==> config.mk <==
export PLATFORM = sky130hd
export DESIGN_NAME = dewc_ctrl
export DESIGN_NICKNAME = d
export VERILOG_FILES = /design/src/common/dewc_pkg.sv /design/src/hw/dewc_array.sv /design/src/hw/dewc_ctrl.sv
export SDC_FILE = /design/constraint.sdc
export NUM_CORES = 2
export LEC_CHECK = 0
export BUFFER_PORTS_ARGS = -buffer_cell sky130_fd_sc_hd__buf_2
export CORE_MARGIN = 2
export CORE_UTILIZATION = 50
export DETAILED_ROUTE_END_ITERATION = 8
export PLACE_DENSITY = 0.65
export SYNTH_ARGS = -nofsm -noshare
export SYNTH_HDL_FRONTEND = slang
export SYNTH_SLANG_ARGS = --single-unit
export TNS_END_PERCENT = 50
==> constraint.sdc <==
create_clock -name i_clk -period 4.09 [get_ports i_clk]
set_input_delay 0.2045 -clock i_clk [delete_from_list [all_inputs] [get_ports i_clk]]
set_output_delay 0.2045 -clock i_clk [all_outputs]
set_load 0.02 [all_outputs]
==> src/common/dewc_pkg.sv <==
// shared constants and types of the data eeprom write controller
package dewc_pkg;

  // control/status register location and layout
  localparam logic [15:0] CSR_ADDR = 16'h0030;
  localparam logic [7:0] CSR_RESET = 8'h00;
  localparam int LATCH_MODE_BIT = 1;
  localparam int PROG_START_BIT = 0;

  // eeprom window on the cpu memory bus
  localparam logic [15:0] EE_BASE = 16'h1000;
  localparam int EE_DEPTH = 256;
  localparam int ROW_BYTES = 32;

  // cell and latch value after erase, and what protected read-out returns
  localparam logic [7:0] ERASED = 8'hFF;
  localparam logic [7:0] BLOCKED_DATA = 8'h00;

  // self-timed programming duration in clock cycles
  localparam int PROG_CYCLES = 4000;

  // one cpu memory access, valid for one cycle
  typedef struct packed {
    logic rd;
    logic wr;
    logic ext;
    logic [15:0] addr;
    logic [7:0] wdata;
  } dewc_bus_t;

  // registered answer to a read
  typedef struct packed {
    logic drive;
    logic [7:0] rdata;
  } dewc_rsp_t;

  typedef enum logic [1:0] {
    S_IDLE,
    S_PROG,
    S_WAIT,
    S_HALT
  } dewc_state_t;

endpackage

==> src/hw/dewc_array.sv <==
// eeprom cell array: asynchronous read, row program and whole-array erase
`timescale 1ns/100ps
module dewc_array #(
  parameter int DEPTH = dewc_pkg::EE_DEPTH,
  parameter int ROW_BYTES = dewc_pkg::ROW_BYTES
) (
  input wire logic i_clk,
  input wire logic [$clog2(DEPTH)-1:0] i_rd_addr,
  output logic [7:0] o_rd_data,
  input wire logic i_prog,
  input wire logic [$clog2(DEPTH)-$clog2(ROW_BYTES)-1:0] i_row,
  input wire logic [ROW_BYTES*8-1:0] i_data,
  input wire logic [ROW_BYTES-1:0] i_mask,
  input wire logic i_erase
);

  localparam int CW = $clog2(ROW_BYTES);

  // nonvolatile cells: deliberately no reset
  logic [7:0] mem_r [DEPTH];

  // read path is combinational so the controller can answer on the next edge
  always_comb begin
    o_rd_data = mem_r[i_rd_addr];
  end

  // erase outranks programming; only bytes loaded since the last clear are written
  always_ff @(posedge i_clk) begin
    if (i_erase) begin
      for (int k = 0; k < DEPTH; k++) begin
        mem_r[k] <= dewc_pkg::ERASED;
      end
    end else if (i_prog) begin
      for (int b = 0; b < ROW_BYTES; b++) begin
        if (i_mask[b]) begin
          mem_r[{i_row, CW'(b)}] <= i_data[b*8 +: 8];
        end
      end
    end
  end

endmodule

==> src/hw/dewc_ctrl.sv <==
// data eeprom write controller: bus decode, row latches, program timer, power modes
//
// Contract
// - in read mode an eeprom read returns the addressed byte on the next edge.
// - setting latch mode enters write mode; eeprom writes load one of 32 latches.
// - start bit programs all loaded latches into the row of the last write.
// - at cycle end start bit and latch mode bit clear together.
// - latches clear only at cycle end or latch-mode fall; rewrites AND together.
// - latch contents can never be read back.
// - programming duration is timed internally.
// - wait request enters wait at once when idle, else after the cycle.
// - halt stops at once, abandoning a running cycle.
// - eeprom read in latch mode leaves the data bus undriven.
// - eeprom write outside latch mode is ignored.
// - a cut-short cycle leaves the row contents unspecified.
// - protection blocks external read-out and external rewriting.
// - removing protection erases the whole eeprom and program memory first.
// - one shared option bit protects both memories.
// - status bits 7:2 always read zero.
// - latch mode is bit 1; software clears it only while start bit is 0.
// - start bit is bit 0; reads 1 while a cycle runs.
// - status register sits at 0030h and resets to 00h.
`timescale 1ns/100ps
module dewc_ctrl #(
  parameter int EE_DEPTH = dewc_pkg::EE_DEPTH,
  parameter int ROW_BYTES = dewc_pkg::ROW_BYTES,
  parameter int PROG_CYCLES = dewc_pkg::PROG_CYCLES
) (
  input wire logic i_clk,
  input wire logic i_reset,
  input wire dewc_pkg::dewc_bus_t i_bus,
  input wire logic i_wait_req,
  input wire logic i_halt,
  input wire logic i_rop_option,
  output dewc_pkg::dewc_rsp_t o_rsp,
  output logic o_wait_ack,
  output logic o_busy,
  output logic o_pmem_erase
);

  localparam int AW = $clog2(EE_DEPTH);
  localparam int CW = $clog2(ROW_BYTES);
  localparam int RW = AW - CW;
  localparam int TW = $clog2(PROG_CYCLES + 1);
  localparam logic [TW-1:0] PROG_LOAD = TW'(PROG_CYCLES);
  localparam logic [TW-1:0] TIMER_LAST = TW'(1);

  // refuse shapes the address split and timer cannot serve
  if ((ROW_BYTES < 2) || (ROW_BYTES != (1 << CW)) || (EE_DEPTH != (1 << AW)) ||
      (EE_DEPTH <= ROW_BYTES) || (EE_DEPTH > 32768) || (PROG_CYCLES < 2)) begin : g_bad
    $error("dewc_ctrl: unsupported EE_DEPTH, ROW_BYTES or PROG_CYCLES");
  end

  // address decode, used for both reads and writes
  function automatic logic hit_ee(input logic [15:0] a);
    hit_ee = ({16'h0000, a} >= {16'h0000, dewc_pkg::EE_BASE}) &&
             ({16'h0000, a} < ({16'h0000, dewc_pkg::EE_BASE} + 32'(EE_DEPTH)));
  endfunction

  function automatic logic hit_csr(input logic [15:0] a);
    hit_csr = (a == dewc_pkg::CSR_ADDR);
  endfunction

  // state
  dewc_pkg::dewc_state_t state_r, state_nxt;
  logic latch_mode_r, latch_mode_nxt;
  logic prog_start_r, prog_start_nxt;
  logic [TW-1:0] timer_r, timer_nxt;
  logic [7:0] ldata_r [ROW_BYTES];
  logic [7:0] ldata_nxt [ROW_BYTES];
  logic [ROW_BYTES-1:0] lvld_r, lvld_nxt;
  logic [RW-1:0] row_r, row_nxt;
  dewc_pkg::dewc_rsp_t rsp_r, rsp_nxt;
  logic wait_ack_r, wait_ack_nxt;
  logic erase_r, erase_nxt;
  logic rop_s1_r, rop_s2_r, rop_d_r;

  // decode and event terms
  logic [15:0] ee_off;
  logic [AW-1:0] ee_idx;
  logic rop_blk, rop_fall, ext_blk;
  logic ee_wr, ee_rd, csr_wr, csr_rd;
  logic start, done, abort, lclear;
  logic [7:0] arr_rd;
  logic [ROW_BYTES*8-1:0] lflat;

  // one option bit guards both memories; held blocked through the fall cycle
  // so an external read cannot slip in before the erase lands
  always_comb begin
    rop_blk = rop_s2_r | rop_d_r;
    rop_fall = rop_d_r & ~rop_s2_r;
    ext_blk = i_bus.ext & rop_blk;
    ee_off = i_bus.addr - dewc_pkg::EE_BASE;
    ee_idx = ee_off[AW-1:0];
    ee_wr = i_bus.wr & hit_ee(i_bus.addr) & ~ext_blk;
    ee_rd = i_bus.rd & hit_ee(i_bus.addr);
    csr_wr = i_bus.wr & hit_csr(i_bus.addr) & ~ext_blk;
    csr_rd = i_bus.rd & hit_csr(i_bus.addr);
  end

  // cycle control: start only from idle with write mode already on
  always_comb begin
    start = csr_wr & i_bus.wdata[dewc_pkg::PROG_START_BIT] & latch_mode_r &
            (state_r == dewc_pkg::S_IDLE) & ~i_halt;
    done = (state_r == dewc_pkg::S_PROG) & (timer_r == TIMER_LAST) & ~i_halt;
    // halt or software clearing the start bit cuts the cycle; cells are not written
    abort = (state_r == dewc_pkg::S_PROG) & ~done &
            (i_halt | (csr_wr & ~i_bus.wdata[dewc_pkg::PROG_START_BIT]));
  end

  // power-mode and cycle sequencing
  always_comb begin
    state_nxt = state_r;
    case (state_r)
      dewc_pkg::S_IDLE: begin
        if (i_halt) begin
          state_nxt = dewc_pkg::S_HALT;
        end else if (start) begin
          state_nxt = dewc_pkg::S_PROG;
        end else if (i_wait_req) begin
          state_nxt = dewc_pkg::S_WAIT;
        end
      end
      dewc_pkg::S_PROG: begin
        if (i_halt) begin
          state_nxt = dewc_pkg::S_HALT;
        end else if (done) begin
          state_nxt = i_wait_req ? dewc_pkg::S_WAIT : dewc_pkg::S_IDLE;
        end else if (abort) begin
          state_nxt = dewc_pkg::S_IDLE;
        end
      end
      dewc_pkg::S_WAIT: begin
        if (i_halt) begin
          state_nxt = dewc_pkg::S_HALT;
        end else if (!i_wait_req) begin
          state_nxt = dewc_pkg::S_IDLE;
        end
      end
      dewc_pkg::S_HALT: begin
        if (!i_halt) begin
          state_nxt = dewc_pkg::S_IDLE;
        end
      end
      default: begin
        state_nxt = dewc_pkg::S_IDLE;
      end
    endcase
    wait_ack_nxt = (state_nxt == dewc_pkg::S_WAIT);
  end

  // control bits and timer
  always_comb begin
    prog_start_nxt = prog_start_r;
    latch_mode_nxt = latch_mode_r;
    timer_nxt = timer_r;
    if (csr_wr) begin
      if (i_bus.wdata[dewc_pkg::LATCH_MODE_BIT]) begin
        latch_mode_nxt = 1'b1;
      end else if (!prog_start_r && !i_bus.wdata[dewc_pkg::PROG_START_BIT]) begin
        latch_mode_nxt = 1'b0;
      end
    end
    if (start) begin
      prog_start_nxt = 1'b1;
      timer_nxt = PROG_LOAD;
    end else if (done || abort) begin
      prog_start_nxt = 1'b0;
      timer_nxt = '0;
    end else if ((state_r == dewc_pkg::S_PROG) && (timer_r != '0)) begin
      timer_nxt = timer_r - TIMER_LAST;
    end
    if (done) begin
      prog_start_nxt = 1'b0;
      latch_mode_nxt = 1'b0;
    end
  end

  // row latches: erased value is all ones, so a rewrite ANDs into what is held
  always_comb begin
    lclear = done | (latch_mode_r & ~latch_mode_nxt);
    lvld_nxt = lvld_r;
    row_nxt = row_r;
    for (int b = 0; b < ROW_BYTES; b++) begin
      ldata_nxt[b] = ldata_r[b];
    end
    if (lclear) begin
      lvld_nxt = '0;
      for (int b = 0; b < ROW_BYTES; b++) begin
        ldata_nxt[b] = dewc_pkg::ERASED;
      end
    end else if (ee_wr && latch_mode_r) begin
      // only the low address bits pick a latch; the row follows the last write
      ldata_nxt[ee_idx[CW-1:0]] = ldata_r[ee_idx[CW-1:0]] & i_bus.wdata;
      lvld_nxt[ee_idx[CW-1:0]] = 1'b1;
      row_nxt = ee_idx[AW-1:CW];
    end
  end

  // flatten latches for the array program port
  always_comb begin
    for (int b = 0; b < ROW_BYTES; b++) begin
      lflat[b*8 +: 8] = ldata_r[b];
    end
  end

  // read answer; latches have no path here at all
  always_comb begin
    rsp_nxt = '0;
    erase_nxt = rop_fall;
    if (csr_rd) begin
      rsp_nxt.drive = 1'b1;
      rsp_nxt.rdata = {6'h00, latch_mode_r, prog_start_r};
    end else if (ee_rd) begin
      if (latch_mode_r) begin
        rsp_nxt.drive = 1'b0;
      end else if (ext_blk) begin
        rsp_nxt.drive = 1'b1;
        rsp_nxt.rdata = dewc_pkg::BLOCKED_DATA;
      end else begin
        rsp_nxt.drive = 1'b1;
        rsp_nxt.rdata = arr_rd;
      end
    end
  end

  // cell array; a completed cycle writes the row, protection removal erases all
  dewc_array #(
    .DEPTH(EE_DEPTH),
    .ROW_BYTES(ROW_BYTES)
  ) u_array (
    .i_clk(i_clk),
    .i_rd_addr(ee_idx),
    .o_rd_data(arr_rd),
    .i_prog(done),
    .i_row(row_r),
    .i_data(lflat),
    .i_mask(lvld_r),
    .i_erase(rop_fall)
  );

  // registers
  always_ff @(posedge i_clk) begin
    if (i_reset) begin
      state_r <= dewc_pkg::S_IDLE;
      latch_mode_r <= dewc_pkg::CSR_RESET[dewc_pkg::LATCH_MODE_BIT];
      prog_start_r <= dewc_pkg::CSR_RESET[dewc_pkg::PROG_START_BIT];
      timer_r <= '0;
      lvld_r <= '0;
      row_r <= '0;
      rsp_r <= '0;
      wait_ack_r <= 1'b0;
      erase_r <= 1'b0;
      rop_s1_r <= 1'b1;
      rop_s2_r <= 1'b1;
      rop_d_r <= 1'b1;
      for (int b = 0; b < ROW_BYTES; b++) begin
        ldata_r[b] <= dewc_pkg::ERASED;
      end
    end else begin
      state_r <= state_nxt;
      latch_mode_r <= latch_mode_nxt;
      prog_start_r <= prog_start_nxt;
      timer_r <= timer_nxt;
      lvld_r <= lvld_nxt;
      row_r <= row_nxt;
      rsp_r <= rsp_nxt;
      wait_ack_r <= wait_ack_nxt;
      erase_r <= erase_nxt;
      // option bit is static logic but synchronised anyway; resets protected
      rop_s1_r <= i_rop_option;
      rop_s2_r <= rop_s1_r;
      rop_d_r <= rop_s2_r;
      for (int b = 0; b < ROW_BYTES; b++) begin
        ldata_r[b] <= ldata_nxt[b];
      end
    end
  end

  assign o_rsp = rsp_r;
  assign o_wait_ack = wait_ack_r;
  assign o_busy = prog_start_r;
  assign o_pmem_erase = erase_r;

  // checks
  property p_rd_rom;
    @(posedge i_clk) disable iff (i_reset)
    (ee_rd && !csr_rd && !latch_mode_r && !ext_blk)
      |=> (o_rsp.drive && o_rsp.rdata == $past(arr_rd));
  endproperty
  a_rd_rom: assert property (p_rd_rom) else $error("eeprom read data wrong");

  property p_rd_float;
    @(posedge i_clk) disable iff (i_reset)
    (ee_rd && latch_mode_r) |=> !o_rsp.drive;
  endproperty
  a_rd_float: assert property (p_rd_float) else $error("bus driven in latch mode");

  property p_no_capture;
    @(posedge i_clk) disable iff (i_reset)
    (ee_wr && !latch_mode_r) |=> $stable(lvld_r);
  endproperty
  a_no_capture: assert property (p_no_capture) else $error("latch loaded in read mode");

  property p_end_clear;
    @(posedge i_clk) disable iff (i_reset)
    (state_r == dewc_pkg::S_PROG && timer_r == TIMER_LAST && !i_halt)
      |=> (!prog_start_r && !latch_mode_r && lvld_r == '0);
  endproperty
  a_end_clear: assert property (p_end_clear) else $error("cycle end did not clear");

  property p_and_merge;
    @(posedge i_clk) disable iff (i_reset)
    (ee_wr && latch_mode_r && !lclear) |=>
      (ldata_r[$past(ee_idx[CW-1:0])] ==
       ($past(ldata_r[ee_idx[CW-1:0]]) & $past(i_bus.wdata)));
  endproperty
  a_and_merge: assert property (p_and_merge) else $error("latch rewrite not ANDed");

  property p_csr_read;
    @(posedge i_clk) disable iff (i_reset)
    csr_rd |=> (o_rsp.drive &&
                o_rsp.rdata == {6'h00, $past(latch_mode_r), $past(prog_start_r)});
  endproperty
  a_csr_read: assert property (p_csr_read) else $error("status read wrong");

  property p_wmode_hold;
    @(posedge i_clk) disable iff (i_reset)
    (csr_wr && !i_bus.wdata[dewc_pkg::LATCH_MODE_BIT] && prog_start_r && !done)
      |=> latch_mode_r;
  endproperty
  a_wmode_hold: assert property (p_wmode_hold) else $error("latch mode cleared while busy");

  property p_prog_len;
    @(posedge i_clk) disable iff (i_reset)
    start |=> (prog_start_r && timer_r == PROG_LOAD);
  endproperty
  a_prog_len: assert property (p_prog_len) else $error("timer not loaded at start");

  property p_halt_abort;
    @(posedge i_clk) disable iff (i_reset)
    (i_halt && prog_start_r) |=> (!prog_start_r && state_r == dewc_pkg::S_HALT);
  endproperty
  a_halt_abort: assert property (p_halt_abort) else $error("halt did not stop cycle");

  property p_wait_idle;
    @(posedge i_clk) disable iff (i_reset)
    (i_wait_req && !i_halt && !start && state_r == dewc_pkg::S_IDLE) |=> o_wait_ack;
  endproperty
  a_wait_idle: assert property (p_wait_idle) else $error("wait not entered when idle");

  property p_rop_block;
    @(posedge i_clk) disable iff (i_reset)
    (ee_rd && i_bus.ext && rop_blk && !latch_mode_r)
      |=> (o_rsp.drive && o_rsp.rdata == dewc_pkg::BLOCKED_DATA);
  endproperty
  a_rop_block: assert property (p_rop_block) else $error("protected data read out");

endmodule

==> impl_metrics.yaml <==
worst_setup_path:
  startpoint_type: "register"
  cpMaxStageDelayCell: "nor4_4"
  critPathKind: "register to register"
  cpLargestDelayFamily: "simple AND/OR/NAND/NOR gates"
  arrival_ps: 4300
  slowest_delay_ps: 710
  cpMostUsedCell: "nand2_1"
  critical_path_required_ps: 4620
  crit_fanout: 36
  crit_chain: "nor4_1 > nand3_1 > nor4_4 > nand3_2 > nor2_4 > buf_12 > buf_4 > nand2_1 > nand2_1"
  worstSetupEndpointType: "register"
  path_buf_inv: 2
detailed_routing:
  num_vias: 74550
  drtIter0Drc: 14317
  finalWirelength_microns: 437000
  remaining_drc_errors: 0
  ant_nets: 0
  vias_per_cell: 6.69
  dr.pass1.iters: 7
  routedWlPerCell_microns: 39.2
pwr:
  power_leakage_nw: 31.2
  power_density_mw_per_mm2: 433
  power_w: 0.0507
  vdd_drop_max_mv: 0.485
cts:
  htreeDepth: 4
  cts_hold_buf: 24
  cts_tree: "yes"
  clock_latency_ps: 940
  cts.sinks: 2369
  ctsResizeCount: 0
  cts_root_buf: "clkbuf_16"
  clockBufferDepth: 3
  clk_pin_slew_worst_paths_ps: 70
  postCtsSetupRepairBufs: 0
  cts_made_buffers: 234
synthesis:
  syn-num-nets: 8156
  ys_types: 75
  synth_flop_cell: "edfxtp_1"
  ys_seq_area_share_pct: 65.4
  synth-seq-cells: 2369
  synth_edf_count: 2048
  synth_area_sq_mm: 0.104
  syn_inst: 8121
  avgSynthCellArea_sq_um: 12.8
  yosysWarnings: 0
  synth_async_sr_flop_share_pct: 0
timing:
  period_needed_ps: 3780
  rsz0062_at_grt: "false"
  worst_pin_slew_ps: 1410
  fin_tns_setup_ps: 0
  finalSetupViolations: 0
  fin_skew_ps: 66.6
  fmax_mhz: 265
  hold_violations: 0
  slew_violations: 0
  whs_ps: 50.0
  slew_headroom_pct: 5.48
  finalCritPeriodShare_pct: 92.3
global_routing:
  grt_pass1_vias: 68323
  grt_max_degree: 109
  grt_pass1_wl_microns: 585000
  grtUsageTotal_pct: 41.1
  grt_overflow_total: 0
  antenna_found_initial: 41
floorplanning:
  chipHeight_microns: 460
  rows: 167
  die_x_microns: 460
  die_area_sq_mm: 0.211
  start_util_pct: 50.2
  ioPinCount: 44
  core_sq_mm: 0.207
worst_hold_path:
  min_path_type: "input port to register"
place:
  hpwl_microns: 313000
  gp_congestion: 1.09
  io_buffer_count: 43
finish:
  final_common_cell: "nand2_1"
  final_cell_mix: "nand2_1, edfxtp_1, buf_4, mux4_2, dfxtp_1"
  nets: 8241
  area_delta_synth_final_pct: 12.7
  drive_gt1_share_pct: 17.4
flow_run:
  maxCapViolCount: 0
outcome:
  status: "complete, no violations"
## area by class of cell
class                   count  area, sq um
clock inverters           121         1210
fillers                 16747        89800
clock buffers             326         6450
well taps                2704         3380
multi-input cells        4968        32600
inverters                  27          103
repair buffers            606         5330
diodes                     15         37.5
flip-flops and latches   2369        67900
## Yosys cell counts, types with 5 or more instances
cell       instances  share of area, %
o211ai_1         237               1.7
nor2_1           203              0.73
a211oi_1          10             0.072
o221ai_1          14              0.12
nand4_1           30              0.18
a221oi_1          34              0.29
nor3_1            29              0.14
buf_2            304               1.5
edfxtp_1        2048                59
and3_1             6             0.036
xor2_1             7             0.059
buf_1            159              0.57
a22oi_1          116              0.84
mux4_2           459               9.9
a22o_1            15              0.13
o2111ai_1         14              0.12
o22ai_1           61              0.37
and2_1             6             0.036
a32oi_1            5             0.042
o21ai_0           33              0.16
a21oi_1           58              0.28
nand2_1         2978                11
buf_6             10              0.11
mux2_2             9             0.098
inv_1              9             0.033
clkinv_1          17             0.061
nand3_1           55              0.26
nor3b_1            5             0.036
clkbuf_1         239              0.86
mux2i_1          277               2.7
a31oi_1           15             0.090
nor4_1            20              0.12
buf_4             45              0.33
nand2b_1          12             0.072
a21boi_0          17              0.12
o21a_1            21              0.15
nor2b_1          140              0.84
nor2_2             6             0.036
dfxtp_1          321               6.2
or4_1              6             0.043
## cells by family after synthesis
| kind of cell | count (synthesis) | share of synthesized area, % |
|---|---|---|
| buf+inv | 784 | 3.43 |
| fa+ha+maj | 3 | 0.0361 |
| simple gates | 3535 | 13.7 |
| compound gates | 674 | 4.68 |
| flops | 2369 | 65.4 |
| mux | 745 | 12.7 |
| xor+xnor | 11 | 0.0927 |
## tightest hold or removal path, delay by kind of cell
family	cells	cell delay, ps
simple gates	4	330
buf+inv	2	290
compound gates	1	80
## final timing paths
check / startpoint / to / slack, ps / cells past startpoint
max: timer_r[6] / u_array.mem_r[208][1] / 310 / 9
min: i_bus[21] / o_rsp[1] / 50 / 7
max reg2reg: timer_r[6] / u_array.mem_r[208][1] / 310 / 9
min reg2reg: rop_s1_r / rop_s2_r / 420 / 1
## stage by stage
| step | instances | util (%) | setup slack [ps] | area, sq um |
|---|---|---|---|---|
| finish | 11136 | 56.6 | 313 | 117000 |
| global route | 11123 | 56.6 | 134 | 117000 |
| detailed placement | 10650 | 52.7 | 90.6 | 109000 |
| global placement | 10650 | 52.7 | 90.2 | 109000 |
| floorplan | 8121 | - | 1360 | 104000 |
| CTS | 11121 | 56.6 | 401 | 117000 |
## report_power, final
part           internal (W)  switching, W
sequential           0.0261     0.0000442
clock                0.0120       0.00977
combinational      0.000755       0.00206
## registers in the layout, summed over array words and instances (netlist names)
register	cells
o_pmem_erase	1
rop_s1_r	1
timer_r	12
row_r	3
state_r	2
rop_d_r	1
ldata_r	256
rop_s2_r	1
o_rsp	9
o_busy	1
lvld_r	32
o_wait_ack	1
u_array.mem_r	2048
latch_mode_r	1
## routing by layer
metal / vias up / global-route usage [%] / part of all wire [%]
li1: 29471 / - / -
met1: 37338 / 54.2 / 34
met2: 6539 / 58.8 / 43
met3: 1178 / 13.8 / 15
met4: 24 / 25.2 / 7.7
met5: - / 0 / 0.035
Power figures use the tool's default switching activity.
